**config.mk**
```make
export PLATFORM = sky130hd
export DESIGN_NAME = sde_core
export DESIGN_NICKNAME = d
export VERILOG_FILES = /design/src/core/sde_pkg.sv /design/src/core/sde_core.sv /design/src/core/sde_fifo.sv /design/src/core/sde_vad.sv
export SDC_FILE = /design/constraint.sdc
export NUM_CORES = 2
export LEC_CHECK = 0
export BUFFER_PORTS_ARGS = -buffer_cell sky130_fd_sc_hd__buf_2
export CORE_UTILIZATION = 49
export CTS_BUF_LIST = sky130_fd_sc_hd__clkbuf_8 sky130_fd_sc_hd__clkbuf_16
export DETAILED_ROUTE_END_ITERATION = 8
export PLACE_DENSITY = 0.7
export SLEW_MARGIN = 20
export SYNTH_ARGS = -nofsm -noshare
export SYNTH_HDL_FRONTEND = slang
export SYNTH_SLANG_ARGS = --single-unit
export TNS_END_PERCENT = 30
```
**constraint.sdc**
```tcl
create_clock -name clk -period 32.5 [get_ports clk]
set_input_delay 1.625 -clock clk [delete_from_list [all_inputs] [get_ports clk]]
set_output_delay 1.625 -clock clk [all_outputs]
set_load 0.05 [all_outputs]
```
**src/core/sde_pkg.sv**
```systemverilog
// shared constants and types for the speech detector and echo comparator
package sde_pkg;

  localparam int PCM_W = 16;
  localparam int LVL_W = 8;
  localparam int FRAC_W = 16;
  localparam int ACC_W = LVL_W + FRAC_W;
  localparam int FIFO_DEPTH = 8;

  // level code: 4 bit octave, 4 bit fraction, one step about 0.376 dB
  // full-scale pcm (+3.14 dB reference) maps to code F0
  localparam logic [LVL_W-1:0] LVL_FULL = 8'hF0;
  localparam logic [LVL_W-1:0] LVL_TOP = 8'hFF;
  localparam logic [LVL_W-1:0] LVL_ZERO = 8'h00;
  localparam logic [FRAC_W-1:0] FRAC_ZERO = 16'h0000;
  localparam logic [ACC_W-1:0] ACC_RST = 24'h000000;
  localparam logic [15:0] HOLD_RST = 16'h0000;

  // typical settings at 8 kHz sample rate; time constants are shifts
  localparam logic [LVL_W-1:0] TYP_FLOOR = 8'h60;   // 54 dB below full
  localparam logic [3:0] TYP_SPIKE_TC = 4'h5;       // 4 ms
  localparam logic [3:0] TYP_PEAK_SPEECH_TC = 4'hA; // 128 ms
  localparam logic [3:0] TYP_PEAK_NOISE_TC = 4'h8;  // 32 ms
  localparam logic [4:0] TYP_AVG_SPEECH_TC = 5'h10; // 8.2 s
  localparam logic [4:0] TYP_AVG_NOISE_TC = 5'h08;  // 32 ms
  localparam logic [LVL_W-1:0] TYP_CAP = 8'h42;     // 25 dB
  localparam logic [LVL_W-1:0] TYP_OFFSET = 8'h0C;  // 4.5 dB
  localparam logic [LVL_W-1:0] TYP_DELTA = 8'h10;   // 6 dB
  localparam logic [FRAC_W-1:0] TYP_SLOPE = 16'h0A03; // 8.5 ms/dB

  typedef struct packed {
    logic [LVL_W-1:0] input_floor_threshold;
    logic [3:0] spike_filter_tc;
    logic [3:0] peak_speech_tc;
    logic [3:0] peak_noise_tc;
    logic [4:0] average_speech_tc;
    logic [4:0] average_noise_tc;
    logic [LVL_W-1:0] average_charge_cap;
    logic [LVL_W-1:0] speech_offset;
  } sde_vad_cfg_t;

  typedef struct packed {
    logic [LVL_W-1:0] echo_compensation_gain; // two's complement
    logic [LVL_W-1:0] echo_delta_gain_speech;
    logic [LVL_W-1:0] echo_delta_gain_noise;
    logic [FRAC_W-1:0] echo_decay_slope_speech;
    logic [FRAC_W-1:0] echo_decay_slope_noise;
    logic [15:0] echo_hold_time;              // in samples
  } sde_echo_cfg_t;

  typedef struct packed {
    logic [PCM_W-1:0] tx;
    logic [PCM_W-1:0] rx;
  } sde_pair_t;

  typedef enum logic [1:0] {
    PH_POP = 2'b00,
    PH_LOG = 2'b01,
    PH_FILT = 2'b11
  } sde_phase_t;

  // one first-order step in the log domain: cur + (tgt - cur) / 2^k
  function automatic logic [ACC_W-1:0] sde_step(
    input logic [ACC_W-1:0] cur,
    input logic [ACC_W-1:0] tgt,
    input logic [4:0] k
  );
    logic signed [ACC_W:0] diff;
    diff = $signed({1'b0, tgt}) - $signed({1'b0, cur});
    diff = diff >>> k;
    return cur + diff[ACC_W-1:0];
  endfunction : sde_step

endpackage : sde_pkg

```
**src/core/sde_core.sv**
```systemverilog
// two voice activity detectors and the acoustic echo comparator
//
// Overview of operation
// levels under the input floor, referenced to full scale, are not used
// level passes compander, spike filter, peak, then average and compare
// spike filter has a programmable constant, shorter than peak noise
// peak decay uses speech constant in speech, noise constant else
// average rises slowly in speech and fades fast in noise
// speech needs peak at least the offset above the average
// each detector gives one speech or no-speech bit
// average never charges above the cap over the input floor
// steady tones turn to no-speech unless above cap plus offset
// software should not program an endless rising average constant
// two equal detectors, transmit and receive, own parameter sets
// echo flag shows transmit level stronger than receive level
// transmit request needs echo flag and transmit speech together
// characteristic shaped by compensation gain, delta gain, decay slope
// only transmit above the characteristic changes the flag; the code also clears it when transmit speech is absent
// delta gain and decay slope each have speech and noise values
// speech set stays for the hold time after speech ends
// one update per sample, log arithmetic, cleared on reset
// peak follows rises at once, decays by the selected constant
`timescale 1ns/1ps
module sde_core (
  input logic clk,                          // sample clock, 100 MHz
  input logic sys_rst,                      // synchronous reset
  input sde_pkg::sde_pair_t sample,         // transmit and receive pcm
  input logic sample_valid,                 // sample pair offered
  output logic sample_ready,                // fifo has room
  input sde_pkg::sde_vad_cfg_t tx_cfg,      // transmit detector set
  input sde_pkg::sde_vad_cfg_t rx_cfg,      // receive detector set
  input sde_pkg::sde_echo_cfg_t echo_cfg,   // echo comparator set
  output logic tx_speech,                   // transmit speech found
  output logic rx_speech,                   // receive speech found
  output logic echo_flag,                   // transmit over echo line
  output logic echo_speech_set,             // speech coefficients used
  output logic transmit_request             // switch toward transmit
);
  import sde_pkg::*;

  sde_pair_t fifo_data;
  sde_pair_t pair;
  sde_phase_t phase;
  logic fifo_valid;
  logic [LVL_W-1:0] tx_lvl;
  logic [LVL_W-1:0] rx_lvl;
  logic [LVL_W-1:0] tx_peak;
  logic [LVL_W-1:0] rx_peak;
  logic echo_upd;
  logic [ACC_W-1:0] env;
  logic [15:0] hold_cnt;

  ////////////////////////////////////////////////////////////////////////
  // sample fifo: the three-phase pipeline drains at most one pair per
  // three clocks, so a source faster than that sees ready fall
  wire take = phase == PH_POP;

  sde_fifo #(
    .WIDTH($bits(sde_pair_t)),
    .DEPTH(FIFO_DEPTH)
  ) u_fifo (
    .clk(clk),
    .sys_rst(sys_rst),
    .in_data(sample),
    .in_valid(sample_valid),
    .in_ready(sample_ready),
    .out_data(fifo_data),
    .out_valid(fifo_valid),
    .out_ready(take)
  );

  ////////////////////////////////////////////////////////////////////////
  // logarithmic compander: octave from the leading one, four bits below
  // a 0.376 dB step keeps every later level on an eight-bit code
  function automatic logic [LVL_W-1:0] log_level(
    input logic [PCM_W-1:0] s
  );
    logic [PCM_W-1:0] mag;
    logic [PCM_W-1:0] norm;
    logic [3:0] oct;
    mag = s[PCM_W-1] ? PCM_W'(-s) : s;
    oct = 4'h0;
    for (int i = 1; i < PCM_W; i++) begin
      if (mag[i]) begin
        oct = 4'(i);
      end
    end
    norm = mag << (4'hF - oct);
    return (mag == '0) ? LVL_ZERO : {oct, norm[14:11]};
  endfunction : log_level

  ////////////////////////////////////////////////////////////////////////
  // phase sequence: pop a pair, compand it, strobe the detectors
  wire upd = phase == PH_FILT;

  always_ff @(posedge clk) begin
    if (sys_rst) begin
      phase <= PH_POP;
    end else begin
      unique case (phase)
        PH_POP: if (fifo_valid) phase <= PH_LOG;
        PH_LOG: phase <= PH_FILT;
        PH_FILT: phase <= PH_POP;
        default: phase <= PH_POP;
      endcase
    end
  end

  // sample and level registers
  always_ff @(posedge clk) begin
    if (sys_rst) begin
      pair <= '0;
      tx_lvl <= LVL_ZERO;
      rx_lvl <= LVL_ZERO;
      echo_upd <= 1'b0;
    end else begin
      if (take && fifo_valid) pair <= fifo_data;
      if (phase == PH_LOG) begin
        tx_lvl <= log_level(pair.tx);
        rx_lvl <= log_level(pair.rx);
      end
      echo_upd <= upd;
    end
  end

  ////////////////////////////////////////////////////////////////////////
  // two identical detectors with separate sets
  sde_vad u_tx_vad (
    .clk(clk),
    .sys_rst(sys_rst),
    .upd(upd),
    .level(tx_lvl),
    .cfg(tx_cfg),
    .speech(tx_speech),
    .peak_level(tx_peak)
  );

  sde_vad u_rx_vad (
    .clk(clk),
    .sys_rst(sys_rst),
    .upd(upd),
    .level(rx_lvl),
    .cfg(rx_cfg),
    .speech(rx_speech),
    .peak_level(rx_peak)
  );

  ////////////////////////////////////////////////////////////////////////
  // coefficient set: speech values while receive speech or hold runs
  // hold counts samples, not clocks, so it follows the sample rate
  wire hold_run = hold_cnt != HOLD_RST;
  wire use_speech = rx_speech || hold_run;
  wire [LVL_W-1:0] delta = use_speech ? echo_cfg.echo_delta_gain_speech
                                      : echo_cfg.echo_delta_gain_noise;
  wire [FRAC_W-1:0] slope = use_speech
    ? echo_cfg.echo_decay_slope_speech
    : echo_cfg.echo_decay_slope_noise;

  // receive level plus signed compensation gain, clipped to the range
  wire [LVL_W+1:0] gain_sum = {2'b00, rx_peak}
    + {{2{echo_cfg.echo_compensation_gain[LVL_W-1]}},
       echo_cfg.echo_compensation_gain};
  wire [LVL_W-1:0] rx_comp = gain_sum[LVL_W+1] ? LVL_ZERO
    : (gain_sum[LVL_W] ? LVL_TOP : gain_sum[LVL_W-1:0]);

  // characteristic: holds the echo peak, then falls by the slope
  wire [ACC_W-1:0] comp_acc = {rx_comp, FRAC_ZERO};
  wire env_attack = comp_acc >= env;
  wire [ACC_W-1:0] slope_acc = {LVL_ZERO, slope};
  wire [ACC_W-1:0] env_fall = (env > slope_acc) ? env - slope_acc
                                               : ACC_RST;
  wire [ACC_W-1:0] next_env = env_attack ? comp_acc : env_fall;

  // delta gain lifts the line; transmit must lie strictly above it
  wire [LVL_W:0] char_lvl = {1'b0, next_env[ACC_W-1:FRAC_W]}
                          + {1'b0, delta};
  wire tx_above = {1'b0, tx_peak} > char_lvl;
  wire next_flag = tx_above || (echo_flag && tx_speech);

  ////////////////////////////////////////////////////////////////////////
  // comparator state, updated once per sample after the detectors
  // one clock behind the strobe so it reads the fresh detector peaks
  always_ff @(posedge clk) begin
    if (sys_rst) begin
      env <= ACC_RST;
      echo_flag <= 1'b0;
      hold_cnt <= HOLD_RST;
      echo_speech_set <= 1'b0;
    end else if (echo_upd) begin
      env <= next_env;
      echo_flag <= next_flag;
      echo_speech_set <= use_speech;
      if (rx_speech) begin
        hold_cnt <= echo_cfg.echo_hold_time;
      end else if (hold_run) begin
        hold_cnt <= hold_cnt - 16'h0001;
      end
    end
  end

  // the mode control only switches to transmit when both indications agree
  // registered so the attenuation side sees a clean level
  always_ff @(posedge clk) begin
    if (sys_rst) begin
      transmit_request <= 1'b0;
    end else begin
      transmit_request <= echo_flag && tx_speech;
    end
  end

  // slope steps in accumulator units, for the checks below
  wire [ACC_W-1:0] speech_step =
    {LVL_ZERO, echo_cfg.echo_decay_slope_speech};
  wire [ACC_W-1:0] noise_step =
    {LVL_ZERO, echo_cfg.echo_decay_slope_noise};
endmodule : sde_core

```
**src/core/sde_fifo.sv**
```systemverilog
// sample fifo with registered full and empty flags
`timescale 1ns/1ps
module sde_fifo #(
  parameter int WIDTH = 32,
  parameter int DEPTH = 8
) (
  input logic clk,                 // sample clock
  input logic sys_rst,             // synchronous reset
  input logic [WIDTH-1:0] in_data, // word to store
  input logic in_valid,            // word offered
  output logic in_ready,           // room for a word
  output logic [WIDTH-1:0] out_data, // oldest word
  output logic out_valid,          // a word is held
  input logic out_ready            // consumer takes the word
);
  localparam int AW = $clog2(DEPTH);
  localparam logic [AW:0] CNT_FULL = (AW+1)'(DEPTH);

  logic [WIDTH-1:0] mem [DEPTH];
  logic [AW-1:0] wr_idx;
  logic [AW-1:0] rd_idx;
  logic [AW:0] count;

  // handshakes and occupancy
  wire push = in_valid && in_ready;
  wire pop = out_valid && out_ready;
  wire [AW:0] next_count = count + (AW+1)'(push) - (AW+1)'(pop);
  assign out_data = mem[rd_idx];

  ////////////////////////////////////////////////////////////////////////
  // flags are registered so the ready seen outside is glitch free
  always_ff @(posedge clk) begin
    if (sys_rst) begin
      wr_idx <= '0;
      rd_idx <= '0;
      count <= '0;
      in_ready <= 1'b1;
      out_valid <= 1'b0;
    end else begin
      wr_idx <= wr_idx + AW'(push);
      rd_idx <= rd_idx + AW'(pop);
      count <= next_count;
      in_ready <= next_count != CNT_FULL;
      out_valid <= next_count != '0;
    end
  end

  // storage needs no reset, it is never read while empty
  always_ff @(posedge clk) begin
    if (push) begin
      mem[wr_idx] <= in_data;
    end
  end

endmodule : sde_fifo

```
**src/core/sde_vad.sv**
```systemverilog
// one voice activity detector: compander level to speech flag
`timescale 1ns/1ps
module sde_vad (
  input logic clk,                            // sample clock
  input logic sys_rst,                        // synchronous reset
  input logic upd,                            // one pulse per sample
  input logic [sde_pkg::LVL_W-1:0] level,     // companded level
  input sde_pkg::sde_vad_cfg_t cfg,           // programmed set
  output logic speech,                        // speech found
  output logic [sde_pkg::LVL_W-1:0] peak_level // envelope level
);
  import sde_pkg::*;

  logic [ACC_W-1:0] spike;
  logic [ACC_W-1:0] peak;
  logic [ACC_W-1:0] avg;

  ////////////////////////////////////////////////////////////////////////
  // quiet samples sit at the floor so they carry no information
  wire below_floor = level < cfg.input_floor_threshold;
  wire [LVL_W-1:0] lvl_in =
    below_floor ? cfg.input_floor_threshold : level;
  wire [ACC_W-1:0] in_acc = {lvl_in, FRAC_ZERO};

  // compander, spike filter, peak, average in one chain
  wire [ACC_W-1:0] next_spike =
    sde_step(spike, in_acc, {1'b0, cfg.spike_filter_tc});
  wire attack = next_spike >= peak;
  wire [4:0] peak_k = speech ? {1'b0, cfg.peak_speech_tc}
                             : {1'b0, cfg.peak_noise_tc};
  wire [ACC_W-1:0] next_peak =
    attack ? next_spike : sde_step(peak, next_spike, peak_k);

  // a huge speech shift stalls the average; software keeps it finite
  wire [4:0] avg_k = speech ? cfg.average_speech_tc
                            : cfg.average_noise_tc;
  wire [ACC_W-1:0] avg_raw = sde_step(avg, next_peak, avg_k);

  // charge cap above the floor, saturating at the code range
  wire [LVL_W:0] cap_sum = {1'b0, cfg.input_floor_threshold}
                         + {1'b0, cfg.average_charge_cap};
  wire [LVL_W-1:0] cap_lvl = cap_sum[LVL_W] ? LVL_TOP
                                            : cap_sum[LVL_W-1:0];
  wire [ACC_W-1:0] cap_acc = {cap_lvl, FRAC_ZERO};
  wire [ACC_W-1:0] next_avg =
    (avg_raw > cap_acc) ? cap_acc : avg_raw;

  // steady tones charge the average until they fall under the offset
  wire [LVL_W:0] thr = {1'b0, next_avg[ACC_W-1:FRAC_W]}
                     + {1'b0, cfg.speech_offset};
  wire next_speech =
    {1'b0, next_peak[ACC_W-1:FRAC_W]} >= thr;
  assign peak_level = peak[ACC_W-1:FRAC_W];

  ////////////////////////////////////////////////////////////////////////
  // state moves only on the sample strobe
  always_ff @(posedge clk) begin
    if (sys_rst) begin
      spike <= ACC_RST;
      peak <= ACC_RST;
      avg <= ACC_RST;
      speech <= 1'b0;
    end else if (upd) begin
      spike <= next_spike;
      peak <= next_peak;
      avg <= next_avg;
      speech <= next_speech;
    end
  end
endmodule : sde_vad

```
Word level (Yosys, flattened, before mapping):

Memories as Yosys holds them, arrays and structs flattened. A register that Yosys moved wholly into a read port is not among the register bits.
Index checks and enable logic that the tools add are counted.

* add/subtract/negate cells: 28
* order comparisons: 11
* equal/unequal tests: 4
* shift operators: 8
* muxes and demuxes: 62
* reductions and logical operators: 12

Operator list (number)
* 24-bit by 24-bit subtractor with 25-bit output: 6
* 24-bit adder: 6
* 24-bit 2-to-1 mux: 6
* 4-bit 2-to-1 mux: 34
* 25-bit by 5-bit >>> shifter with 24-bit output: 4
* 16-bit 2-to-1 mux: 5
* 24-bit greater-or-equal comparator: 3
* 8-bit 2-to-1 mux: 9
* 25-bit by 4-bit >>> shifter with 24-bit output: 2
* 24-bit > comparator: 2
* 8-bit by 8-bit adder with 9-bit output: 5
* 16-bit zero test: 2
* 16-bit negation: 2
* 16-bit by 4-bit left shift with 15-bit output: 2
* 24-bit by 16-bit > comparator with 1-bit output: 1
* 24-bit by 16-bit subtractor with 24-bit output: 1
* 8-bit by 9-bit greater-or-equal comparator with 1-bit output: 2
* 8-bit < comparator: 2
* 16-bit nonzero test: 1
* 16-bit by 1-bit subtractor with 16-bit output, second input constant: 1
* 9-bit by 8-bit adder with 10-bit output: 1
* 5-bit 2-to-1 mux: 2
* 8-bit by 9-bit > comparator with 1-bit output: 1
* 4-bit subtractor, first input constant: 2
* 16 further kinds: 23

* bits in registers: 220
* bits in writable memories: 256
* input port bits: 199
* memories kept: 1

Memories
* u_fifo.mem: depth 8, width 32, rd ports 1, clocked after memory_dff 1, write ports 1, RTL line sde_fifo.sv:19 `logic [WIDTH-1:0] mem [DEPTH];`

Longest topological paths before layout:

* word-level depth: 22
* gate-level depth with buffers: 105

By module:

Synthesis repeated with hierarchy kept, for this count alone.

* cell total of the unflattened synthesis: 5699
* area, all modules: 48649.2 sq um

By module, submodules not included
* sde_vad (u_tx_vad): instances 1, cells an instance 2071, area each 14979.4 sq um, seq. area each 1461.4 sq um
* sde_vad (u_rx_vad): instances 1, cells an instance 2049, area each 14934.3 sq um, seq. area each 1461.4 sq um
* sde_fifo: instances 1, cells an instance 437, area each 10217.3 sq um, seq. area each 7927.6 sq um
* sde_core: instances 1, cells an instance 1142, area each 8518.2 sq um, seq. area each 1881.8 sq um

Worst setup path before layout:

OpenSTA, ideal clock, no wires.

* kind: input to register
* start: in tx_cfg[39] (netlist name)
* end: reg u_tx_vad.speech
* setup time: 70 ps
* arrival: 20199 ps
* path slack: 12230 ps
* stages: 103
* path buffers: 3
* cells stage by stage: inv_1 ha_1 a21oi_1 nor2b_1 o21ai_0 nand2b_1 a21oi_1 nor2b_1 o21ai_0 nand2b_1 a21oi_1 mux2_2 ha_1 a21o_1 a21oi_1 a2bb2oi_1 o311ai_1 a21oi_1 [... 67 more ...] nand4_1 o21ai_1 clkbuf_1 mux2i_1 ha_1 fa_1 inv_1 ha_1 a21o_1 a21o_1 a21o_1 a21oi_1 nor2b_1 o21ai_0 nand2b_1 a21oi_1 or4_1 a21oi_1

* cells in the longest elaborated chain, start to end: 16
* elaborated cells between the ends (all ways): 19

RTL lines
* start, declared: RTL line sde_core.sv:30 `input sde_pkg::sde_vad_cfg_t tx_cfg,`
* 8-bit < comparator: RTL line sde_vad.sv:20 `wire below_floor = level < cfg.input_floor_threshold;`
* 8-bit 2-to-1 mux *: RTL line sde_vad.sv:22 `below_floor ? cfg.input_floor_threshold : level;`
* 24-bit by 24-bit subtractor with 25-bit output *: RTL line sde_pkg.sv:69 `diff = $signed({1'b0, tgt}) - $signed({1'b0, cur});`
* 25-bit by 4-bit >>> shifter with 24-bit output *: RTL line sde_pkg.sv:70 `diff = diff >>> k;`
* 24-bit adder *: RTL line sde_pkg.sv:71 `return cur + diff[ACC_W-1:0];`
* named net u_tx_vad.next_spike[18]: RTL line sde_vad.sv:26 `wire [ACC_W-1:0] next_spike =`
* 24-bit by 24-bit subtractor with 25-bit output: RTL line sde_pkg.sv:69
* 25-bit by 5-bit >>> shifter with 24-bit output: RTL line sde_pkg.sv:70
* [... 2 more ...]
* named net u_tx_vad.next_peak[16]: RTL line sde_vad.sv:31 `wire [ACC_W-1:0] next_peak =`
* 24-bit by 24-bit subtractor with 25-bit output *: RTL line sde_pkg.sv:69
* 25-bit by 5-bit >>> shifter with 24-bit output *: RTL line sde_pkg.sv:70
* 24-bit adder *: RTL line sde_pkg.sv:71
* 24-bit > comparator: RTL line sde_vad.sv:46 `(avg_raw > cap_acc) ? cap_acc : avg_raw;`
* 24-bit 2-to-1 mux *: RTL line sde_vad.sv:46
* named net u_tx_vad.next_avg[16]: RTL line sde_vad.sv:45 `wire [ACC_W-1:0] next_avg =`
* 8-bit by 8-bit adder with 9-bit output *: RTL line sde_vad.sv:50 `+ {1'b0, cfg.speech_offset};`
* 8-bit by 9-bit greater-or-equal comparator with 1-bit output *: RTL line sde_vad.sv:52 `{1'b0, next_peak[ACC_W-1:FRAC_W]} >= thr;`
* end signal, assigned: RTL line sde_vad.sv:67 `speech <= next_speech;`
* end, declared: RTL line sde_vad.sv:9 `output logic speech,`

The timed path passes the listed nets; every way through them passes the cells marked *.
A chain may end at the register's enable or synchronous reset.

Final worst setup path:

Ends and elaborated chain as after synthesis.

==> flow_summary_export.csv <==
group,metric,value,unit
timing,timing.max_slew.rel_slack,0.2106,
timing,finalHoldViolations,0,
synth,synth_warnings,0,
synth,synth.most_common_cell,"a21oi_1",
synth,synth_enable_flop_cells,256,
timing,max_freq,42.03,MHz
timing,setup_viol,0,
floorplan,die-area,0.09667,mm^2
setup_path,setup.worst_path.end_class,"register",
drt,drt_drc_violations_left,0,
synth,synth_area_leader_cell,"edfxtp_1",
timing,finalMaxSlewViolations,0,
cts,tritoncts,"built",
cts,clk_root_buffer_cell,"clkbuf_16",
cells_and_area,areaGrowthSynthToFinish,8.677,%
cts,post-cts-setup-buffers,0,
floorplan,chipHeight,310.9,um
cells_and_area,layout.nets,6236,
drt,route.vias.total,42575,
synth,syn-mean-instance-area,8.373,um^2
setup_path,start_kind,"primary input",
cells_and_area,stdcell_area,0.05082,mm^2
drt,detail_route.first_pass.iterations,6,
placed_design,port_buffers,204,
cts,cts_sinks,508,
cells_and_area,post_route_cells_drive_above_1_share,0.1083,
synth,yosysSeqAreaShare,0.2723,
timing,setup_tns,0,ps
floorplan,core-area,0.09389,mm^2
grt,pin_count_of_the_biggest_net_entering_global_routing,152,
worst_hold_path,holdCritPathClass,"register to register",
placed_design,post_dp_cell_area,0.04880,mm^2
drt,drt_iter0_markers,3750,
cells_and_area,nFillCells,8768,
timing,rsz0062_at_grt,"no",
cts,cts.reportedPaths.clkPinSlew,50,ps
setup_path,largest_fanout_of_any_net_on_the_critical_path,8,
synth,postSynthNetCount,6198,
timing,clock_skew,36.24,ps
synth,syn_area,0.04676,mm^2
setup_path,critical_path.n_buffers_inverters,4,
job,timing.max_cap.violations,0,
grt,grt_first_pass_wirelength,217.9,mm
synth,yosysUniqueCellTypes,98,
drt,routed_wirelength,139.7,mm
setup_path,critPathMostFrequentCell,"a21oi_1",
timing,worst-slew-pin-transition,1182,ps
placed_design,placed_cells,6818,
synth,ys_top_cells_by_count,"a21oi_1, nand2_1, nor2_1",
setup_path,cpPeakStageDelay,660,ps
synth,ranking_of_synthesized_cells_by_area,"edfxtp_1, dfxtp_1, ha_1",
cts,cts_resized,0,
cells_and_area,finalCoreUtilization,0.5413,
synth,synth.top_cell.area_share,0.1644,
drt,wire_per_inst,20.17,um
cts,cts_buffers,57,
floorplan,floorplan.die.width,310.9,um
synth,postSynthRegisterBits,508,
setup_path,path_class,"primary input to register",
synth,asyncSetResetFlopFracSynth,0,
drt,drtAntennaViolNets,0,
timing,fin_crit_sh,0.7321,
drt,via_per_instance_ratio,6.148,
setup_path,crit_arrival,24340,ps
floorplan,effective_utilization_at_floorplan,0.4981,
cells_and_area,final_cells,6925,
cts,cts_hold_buf,0,
outcome,status,"finished, final reports clean",
grt,globalRouteTotalUtil,0.2774,
cts,cts_htree_levels,2,
grt,grt-ovfl-total,0,
cts,clockBufferDepth,3,
setup_path,path_delay_family,"compound AO/OA/AOI/OAI gates",
cts,clk-insertion-delay-late,660,ps
synth,syn_inst,5585,
setup_path,timing.critical_path.slowest_stage_cell,"a311oi_1",
floorplan,io-pin-count,205,
floorplan,rows,112,
placed_design,dp.final_hpwl,106.2,mm
timing,period_needed,23790,ps
grt,vias_in_the_first_global_route,39367,
placed_design,globalplace.congestion,0.9850,
setup_path,critical_path_required,33050,ps
grt,grt_antenna_before_repair,9,
synth,ys_dominant_reg_cell,"edfxtp_1",
## area by class of cell
class | count | area, um^2 | area share
multi-input combinational | 4505 | 31960 | 0.6290
clock inverter | 37 | 425.4 | 0.008371
inverter | 295 | 1107 | 0.02179
clock buffer | 67 | 1575 | 0.03100
tap | 1254 | 1569 | 0.03087
timing repair buffer | 256 | 1433 | 0.02819
sequential | 508 | 12740 | 0.2507
antenna | 3 | 7.507 | 0.0001477
## cell usage in the layout (no fill, tap or decap), types with 37 or more instances in the layout
cell,instances
a21oi_1,563
nand2_1,534
nor2_1,498
ha_1,396
o21ai_0,323
inv_1,300
edfxtp_1,256
dfxtp_1,248
mux2i_1,238
xnor2_1,205
buf_2,203
a211oi_1,157
a21o_1,117
mux2_2,109
nand3_1,107
nor3_1,103
xor2_1,84
o21a_1,82
nor2b_1,73
mux4_2,73
nand2b_1,72
o211ai_1,66
a31oi_1,60
clkbuf_16,58
buf_4,51
nand4_1,37
## flip-flops by register name, summed over array words and instances, names as in the netlist, 8 cells and up
register	flops
u_fifo.mem	256
pair	32
env	24
u_rx_vad.avg	24
u_rx_vad.peak	24
u_rx_vad.spike	24
u_tx_vad.avg	24
u_tx_vad.peak	24
u_tx_vad.spike	24
hold_cnt	16
rx_lvl	8
tx_lvl	8
## path summary, 6_finish.rpt
| path | slack, ps | cells past startpoint | from | endpoint |
|---|---|---|---|---|
| max | 8710 | 98 | tx_cfg[39] | u_tx_vad.speech$_SDFFE_PP0P_ |
| min | 460 | 2 | u_tx_vad.spike[23]$_SDFFE_PP0P_ | u_tx_vad.spike[23]$_SDFFE_PP0P_ |
| max reg2reg | 9480 | 96 | tx_lvl[1]$_SDFFE_PP0P_ | u_tx_vad.speech$_SDFFE_PP0P_ |
| min reg2reg | 460 | 2 | u_tx_vad.spike[23]$_SDFFE_PP0P_ | u_tx_vad.spike[23]$_SDFFE_PP0P_ |
## stage by stage
step	hold slack [ps]	setup slack, ps
2_1_floorplan	436.3	12230
5_1_grt	497.5	6730
3_5_place_dp	456.3	8452
4_1_cts	463.7	8973
3_3_place_gp	447.5	8509
6_report	462.0	8707
## routing by layer
layer | global-route usage | share of wire
met2 | 0.4485 | 0.45
met3 | 0.03412 | 0.060
met5 | 0 | 0.00032
met1 | 0.3792 | 0.45
met4 | 0.1010 | 0.037
## worst min-delay path: cells and delay by family, from the launching register on
kind / cells / cell delay, ps
flip-flops: 1 / 300
AO/OA/AOI/OAI: 1 / 60
AND/OR/NAND/NOR: 1 / 50
## cells by family (layout without fill, tap and decap cells)
logic type,Yosys count,in the layout,share of synthesized area
xor gates and xnor gates,291,291,0.05509
DFF,508,508,0.2723
adders and majority gates,414,414,0.1137
muxes,430,430,0.1145
AOI/OAI and AO/OA,1734,1734,0.2367
and+or+nand+nor,1636,1636,0.1609
buffers and inverters,572,655,0.04696
other,0,3,0
Power is not shown: default switching activity piles up to over one toggle a cycle in this logic, so the estimate is an artifact.
